### config.mk
export PLATFORM = sky130hd
export DESIGN_NAME = p9gpio_port
export DESIGN_NICKNAME = d
export VERILOG_FILES = /design/src/shared/p9gpio_pkg.sv /design/src/p9gpio_port.sv /design/src/p9gpio_sync.sv
export SDC_FILE = /design/constraint.sdc
export NUM_CORES = 1
export LEC_CHECK = 0
export BUFFER_PORTS_ARGS = -buffer_cell sky130_fd_sc_hd__buf_2
export CELL_PAD_IN_SITES_DETAIL_PLACEMENT = 1
export CELL_PAD_IN_SITES_GLOBAL_PLACEMENT = 2
export CORE_ASPECT_RATIO = 0.7
export CORE_UTILIZATION = 30
export DETAILED_ROUTE_END_ITERATION = 6
export GPL_TIMING_DRIVEN = 0
export HOLD_SLACK_MARGIN = 0.08
export PLACE_DENSITY_LB_ADDON = 0.1
export SLEW_MARGIN = 15
export SYNTH_ARGS = -nofsm -noshare
export SYNTH_HDL_FRONTEND = slang
export SYNTH_SLANG_ARGS = --single-unit
### constraint.sdc
create_clock -name clock_i -period 1.15 [get_ports clock_i]
set_input_delay 0.115 -clock clock_i [delete_from_list [all_inputs] [get_ports clock_i]]
set_output_delay 0.115 -clock clock_i [all_outputs]
set_load 0.05 [all_outputs]
### src/shared/p9gpio_pkg.sv
// package with register map, reset values, field positions and carrier types of the port 9 block
// ****************************************************************
// Overview of operation
// - three real pins at bits 4, 2 and 0, each input or output.
// - pin functions are the same in every chip operating mode.
// - direction bit 1 drives the pin, 0 leaves it an input.
// - direction register is write-only and reads back all ones.
// - reset and hardware standby load direction register with c0.
// - software standby keeps direction contents, outputs keep driving.
// - data read gives pin level on bits 4, 2 and 0 where direction is 0, else latch.
// - data bits 7 and 6 ignore writes and read as one.
// - data bits 5, 3 and 1 are plain storage without pins.
// - reset and hardware standby load data register with c0; soft standby keeps.
// - pin 4 is clock input if high enable, else clock output per select/low enable.
// - pin 4 is general port only when both enables and select are zero.
// - pin 4 level always feeds external interrupt four input.
// - pin 0 drives transmit data when transmit enable set, else general port.
// ****************************************************************
package p9gpio_pkg;
	localparam logic [15:0] P9_DIR_OFS = 16'hffd0;
	localparam logic [15:0] P9_DAT_OFS = 16'hffd2;
	localparam logic [7:0] P9_DIR_RST = 8'hc0;
	localparam logic [7:0] P9_DAT_RST = 8'hc0;
	localparam logic [7:0] P9_DAT_FIXED = 8'hc0;
	localparam logic [7:0] P9_PIN_MASK = 8'h15;
	localparam logic [7:0] P9_RD_ONES = 8'hff;
	localparam int P9_CLK_BIT = 4;
	localparam int P9_RXD_BIT = 2;
	localparam int P9_TXD_BIT = 0;

	// serial interface controls that steer the pin sharing
	typedef struct packed {
		logic clock_enable_high;
		logic clock_enable_low;
		logic sync_select;
		logic receive_enable_bit;
		logic transmit_enable_bit;
	} p9gpio_sercfg_t;

	typedef struct packed {
		logic [15:0] addr;
		logic [7:0] wdata;
		logic wr;
		logic rd;
	} p9gpio_bus_t;
endpackage

### src/p9gpio_port.sv
// port 9 general purpose pins shared with serial interface and external interrupt four
`timescale 1ns/1ps
module p9gpio_port import p9gpio_pkg::*; (
	input wire logic clock_i, // system clock, 50 MHz
	input wire logic nrst_i, // async reset, active low
	input wire logic hw_standby_i, // hardware standby, acts like reset
	input wire logic sw_standby_i, // software standby, registers hold
	input wire p9gpio_bus_t bus_i, // register port request
	output logic [7:0] rdata_o, // read data, cycle after read strobe
	input wire p9gpio_sercfg_t sercfg_i, // serial interface pin controls
	input wire logic txd_i, // serial transmit data to drive on pin 0
	input wire logic sck_out_i, // serial clock to drive on pin 4
	output logic rxd_o, // serial receive data from pin 2
	output logic sck_in_o, // serial clock from pin 4
	output logic ext_interrupt_four_o, // pin 4 level to interrupt logic
	input wire logic [2:0] pin_i, // pin levels {p4,p2,p0}
	output logic [2:0] pin_o, // pin drive values {p4,p2,p0}
	output logic [2:0] pin_oe_o // pin output enables {p4,p2,p0}
);
	// ****************************************************************
	// state
	// ****************************************************************
	typedef struct packed {
		logic [7:0] dir;
		logic [7:0] dat;
		logic [7:0] rdata;
		logic [2:0] pin;
		logic [2:0] oe;
		logic rxd;
		logic sck_in;
		logic ext_interrupt_four;
	} p9gpio_state_t;

	p9gpio_state_t st_r, st_nxt;
	logic [2:0] pin_s;
	logic [7:0] pin_byte;
	logic [2:0] gen_dir;
	logic [2:0] gen_dat;

	// maps the three compact pins onto their byte positions
	function automatic logic [7:0] spread(input logic [2:0] v);
		logic [7:0] b;
		b = 8'h00;
		b[P9_CLK_BIT] = v[2];
		b[P9_RXD_BIT] = v[1];
		b[P9_TXD_BIT] = v[0];
		return b;
	endfunction

	p9gpio_sync #(
		.W(3)
	) u_sync (
		.clock_i(clock_i),
		.nrst_i(nrst_i),
		.d_i(pin_i),
		.q_o(pin_s)
	);

	assign pin_byte = spread(pin_s);
	assign gen_dir = {st_r.dir[P9_CLK_BIT], st_r.dir[P9_RXD_BIT], st_r.dir[P9_TXD_BIT]};
	assign gen_dat = {st_r.dat[P9_CLK_BIT], st_r.dat[P9_RXD_BIT], st_r.dat[P9_TXD_BIT]};

	// ****************************************************************
	// next state
	// ****************************************************************
	// no operating mode input exists: the sharing is identical in all modes
	always_comb begin
		st_nxt = st_r;
		st_nxt.rdata = 8'h00;
		if (hw_standby_i) begin
			st_nxt.dir = P9_DIR_RST;
			st_nxt.dat = P9_DAT_RST;
		end else if (!sw_standby_i) begin
			// software standby blocks register writes so contents and drive persist
			if (bus_i.wr && bus_i.addr == P9_DIR_OFS) begin
				st_nxt.dir = bus_i.wdata;
			end
			if (bus_i.wr && bus_i.addr == P9_DAT_OFS) begin
				st_nxt.dat = bus_i.wdata | P9_DAT_FIXED;
			end
			if (bus_i.rd && bus_i.addr == P9_DIR_OFS) begin
				st_nxt.rdata = P9_RD_ONES;
			end
			if (bus_i.rd && bus_i.addr == P9_DAT_OFS) begin
				// only real pin bits follow the pin when input
				st_nxt.rdata = (st_r.dat & ~(~st_r.dir & P9_PIN_MASK)) |
					(pin_byte & ~st_r.dir & P9_PIN_MASK);
			end
		end

		// pin 4: serial clock, then general port
		if (sercfg_i.clock_enable_high) begin
			st_nxt.oe[2] = 1'b0;
			st_nxt.pin[2] = 1'b0;
		end else if (sercfg_i.sync_select || sercfg_i.clock_enable_low) begin
			st_nxt.oe[2] = 1'b1;
			st_nxt.pin[2] = sck_out_i;
		end else begin
			st_nxt.oe[2] = gen_dir[2];
			st_nxt.pin[2] = gen_dat[2];
		end
		// pin 2: receive data or general port
		if (sercfg_i.receive_enable_bit) begin
			st_nxt.oe[1] = 1'b0;
			st_nxt.pin[1] = 1'b0;
		end else begin
			st_nxt.oe[1] = gen_dir[1];
			st_nxt.pin[1] = gen_dat[1];
		end
		// pin 0: transmit data or general port
		if (sercfg_i.transmit_enable_bit) begin
			st_nxt.oe[0] = 1'b1;
			st_nxt.pin[0] = txd_i;
		end else begin
			st_nxt.oe[0] = gen_dir[0];
			st_nxt.pin[0] = gen_dat[0];
		end
		st_nxt.rxd = pin_s[1];
		st_nxt.sck_in = pin_s[2];
		st_nxt.ext_interrupt_four = pin_s[2];
	end

	always_ff @(posedge clock_i or negedge nrst_i) begin
		if (!nrst_i) begin
			st_r.dir <= P9_DIR_RST;
			st_r.dat <= P9_DAT_RST;
			st_r.rdata <= 8'h00;
			st_r.pin <= 3'h0;
			st_r.oe <= 3'h0;
			st_r.rxd <= 1'b0;
			st_r.sck_in <= 1'b0;
			st_r.ext_interrupt_four <= 1'b0;
		end else begin
			st_r <= st_nxt;
		end
	end

	// three physical pins only
	assign pin_o = st_r.pin;
	assign pin_oe_o = st_r.oe;
	assign rdata_o = st_r.rdata;
	assign rxd_o = st_r.rxd;
	assign sck_in_o = st_r.sck_in;
	assign ext_interrupt_four_o = st_r.ext_interrupt_four;
endmodule

### src/p9gpio_sync.sv
// three-stage synchroniser for the pin inputs with agreement filter
`timescale 1ns/1ps
module p9gpio_sync import p9gpio_pkg::*; #(
	parameter int W = 3
) (
	input wire logic clock_i, // system clock
	input wire logic nrst_i, // async reset, active low
	input wire logic [W-1:0] d_i, // raw pin levels
	output logic [W-1:0] q_o // filtered levels
);
	typedef struct packed {
		logic [W-1:0] s1;
		logic [W-1:0] s2;
		logic [W-1:0] s3;
		logic [W-1:0] q;
	} p9gpio_sync_t;
	p9gpio_sync_t st_r, st_nxt;

	always_comb begin
		st_nxt = st_r;
		st_nxt.s1 = d_i;
		st_nxt.s2 = st_r.s1;
		st_nxt.s3 = st_r.s2;
		// a change is taken only once stages two and three agree
		for (int i = 0; i < W; i++) begin
			if (st_r.s2[i] == st_r.s3[i]) begin
				st_nxt.q[i] = st_r.s3[i];
			end
		end
	end

	always_ff @(posedge clock_i or negedge nrst_i) begin
		if (!nrst_i) begin
			st_r <= '0;
		end else begin
			st_r <= st_nxt;
		end
	end

	assign q_o = st_r.q;
endmodule

==> run metrics <==
Worst-Margin Slew between 800 and 900 ps; Clock Power Share a little over a third; Netlist cell types 30; flops & latches, synth 37; Switching Power approximately 650 uW; P_leak ~0.001 uW; Cell Area, Synth roughly 1500 sq um; clock slew at reported path FFs around 70 ps; R2R Setup Slk between 200 and 300 ps; crit path DAT around 1300 ps; dpl hpwl 2570 um; clock sink count 37; Clock Root Buffer clkbuf_8; Final Max Slew Viols 0; Worst Path Buf+Inv 1; drt wl/cell ~14 um; PortBufs 54; final hold violations 0; CP Cell Sequence buf_2 > nand4b_4 > or4b_4 > o21ai_1 > a21oi_1; largest net degree at the start of global routing 38; cell internal pwr 1880 uW; Setup WS post-layout -2.33 ps; Vias/cell about 4.5; DIE AREA about 5400 sq um; WHS Endpoint pin_oe_o[2]; GR Overflow Total 0; Worst path top cell family by delay simple AND/OR/NAND/NOR gates; slowest CP cell or4b_4; GPL Wtd Cong between 0.7 and 0.8; syn_nets 164; failing checks negative setup slack; YS warnings 0; crit-path max cell delay about 630 ps; post-synthesis sequential area ratio about three fifths; Final period util 100%; Die X about 87 um; initial antenna violation count 0; TNS Setup -2.33 ps; n_diodes 0; share of the synthesized area in the top cell type 59.4%; Slew Limit Headroom a little under half; share of cells above drive strength 1 a little under half; Nets around 240; Worst setup SP type input port; setup violators final 1; r2r worst-path depth 1; Logic pwr share about an eighth; Ports 57; Hold Crit Depth 3; r2r endpoint u_sync.q_o[2]; worst setup path start bus_i[15]; PD cells approximately 1200 nW/um^2; num rows 21; worst vdd ir approximately 0.52 mV; Reg power frac 53.6%; Max FO, Critical Path 10; Worst-Skew Late Latency between 200 and 300 ps; starting density of the core between 30% and 40%; Die Ht between 60 and 70 um; synth top area cells dfrtp_1, buf_4, a21oi_1, nand3_1, o21ai_1; crit end category register; crit path time final roughly 1200 ps; Hold Crit Class in -> reg; RSZ-0062 raised after global routing true; htree depth 2; area grow syn2layout 38.0%; max cap viols 0; CORE AREA just under 5000 sq um; syn avg cell area approximately 12 sq um; min-delay src sercfg_i[2]; status finished, violations left; Switching Share about a quarter; CTS tree yes; routed vias approximately 1,200; Antenna Nets Post-Route 0; CP Data Required Time between 1000 and 1500 ps; Design Power roughly 2500 uW; CTS buffer count 5; clk_skew approximately 5.2 ps; Critical R2R Launch u_sync.q_o[2]; number of global-route vias before repair ~1,200; Bufs on Longest Clock Path 2; cell accounting for the most synthesized area dfrtp_1; initial drt markers 39; final hold slack about 86 ps; cells after synthesis around 120; fmax between 0.8 and 0.9 GHz; post-route DRC violation count 0; 1st-pass router iterations 4; Crit Path Class in -> reg; Post-Route WL around 3600 um; Final Util 43.6%; first-pass GRT wire length 5870 um; GRT Total Usage approximately 15%
==> sequential cells by signal, indices dropped and copies added, names as in the netlist <==
| register | cells |
|---|---|
| pin_o | 3 |
| u_sync.st_r | 3 |
| u_sync.q_o | 3 |
| u_sync.st_nxt | 6 |
| rdata_o | 7 |
| rxd_o | 1 |
| pin_oe_o | 3 |
| ext_interrupt_four_o | 1 |
| gen_dat | 3 |
| gen_dir | 3 |
| st_r | 4 |
==> worst min-delay path, cell delays in order <==
cell and delay, ps:
buf_2 100, nor3_1 40, nor2_1 70
==> metrics by stage <==
step	cell area (sq um)	setup WS, ps	std cells
final	2090	-2.33	265
after floorplan	1530	-103	124
after CTS	2080	1.78	266
after global placement	1880	-317	247
after detailed placement	1880	-359	247
after global routing	2090	-32.7	265
==> per-layer routing <==
layer  part of all wire (%)  vias to the layer above  wire, um  GRT usage [%]
met5                      0                        -         0              0
met4                   0.39                        0        14           5.71
met3                    4.8                        2       173           5.23
met2                     51                       29      1830           25.1
met1                     44                      591      1580           18.7
li1                       -                      562         -              -
==> worst max-delay path by stage <==
stage                            end  cells after the start
after floorplan           gen_dat[0]                      5
after global placement      st_r[22]                      6
after detailed placement  gen_dat[2]                      6
after CTS                 gen_dat[2]                      6
after global routing        st_r[22]                      5
final                     gen_dir[2]                      5
==> power groups by stage <==
stage | logic, uW | registers [uW] | clock network (uW)
finish | 297 | 1360 | 879
global placement | 257 | 1380 | 0
CTS | 295 | 1360 | 921
detailed placement | 265 | 1390 | 0
global route | 325 | 1370 | 965
floorplan | 105 | 1410 | 0
==> synth_stat cells <==
master and n:
nor3_2 1, nor2b_1 2, a21oi_1 13, or4b_4 1, dfstp_2 1, nand4_1 1, nand4_2 1, nand3b_1 1
or2_2 1, buf_6 1, and3_1 2, nand2_1 1, buf_4 15, nand3_1 11, nor2_1 3, or3b_2 1
nor3_1 2, buf_2 1, nor3b_1 2, o21ai_1 10, mux2i_1 3, maj3_1 3, o21a_1 4, mux2_2 1
o21ai_0 1, and3b_1 1, nand4b_4 1, nor4b_2 1, clkbuf_1 2, dfrtp_1 36
==> kinds of logic after synthesis <==
| family | Yosys count | synth area share (%) |
|---|---|---|
| compound gates | 28 | 9.89 |
| buf+inv | 19 | 8.99 |
| simple gates | 33 | 15.3 |
| flops | 37 | 61.1 |
| mux | 4 | 2.72 |
| fa+ha+maj | 3 | 1.98 |
==> cells in the final DEF, fill, tap and decap left out, drive strengths merged, types with 2 or more instances in the layout <==
cell	synthesis	routed
and3	2	2
clkinv	0	2
nor3b	2	2
dfrtp	36	36
dlygate4sd3	0	10
o21a	4	4
nand4	2	2
nor2b	2	2
maj3	3	3
a21oi	13	13
nand3	11	11
nor2	3	3
mux2i	3	3
nor3	3	3
buf	17	71
clkbuf	2	7
o21ai	11	11
==> timing repair <==
| action | in CTS | in global routing |
|---|---|---|
| pin swaps | 1 | 1 |
| buffers inserted | 1 | 0 |
| endpoints found under the hold margin | 47 | 0 |
| setup endpoints to repair | 11 | 12 |
| hold buffers | 10 | 0 |
| gates resized for setup | 1 | 5 |
==> cell type report <==
| class | instances | area, sq um |
|---|---|---|
| buffer | 18 | 128 |
| clock buffer | 5 | 68.8 |
| clock inverter | 3 | 17.5 |
| fill | 540 | 2710 |
| multi-input combinational | 68 | 487 |
| sequential | 37 | 927 |
| tap | 69 | 86.3 |
| timing repair buffer | 65 | 380 |
(Power assumes the default switching activity.)
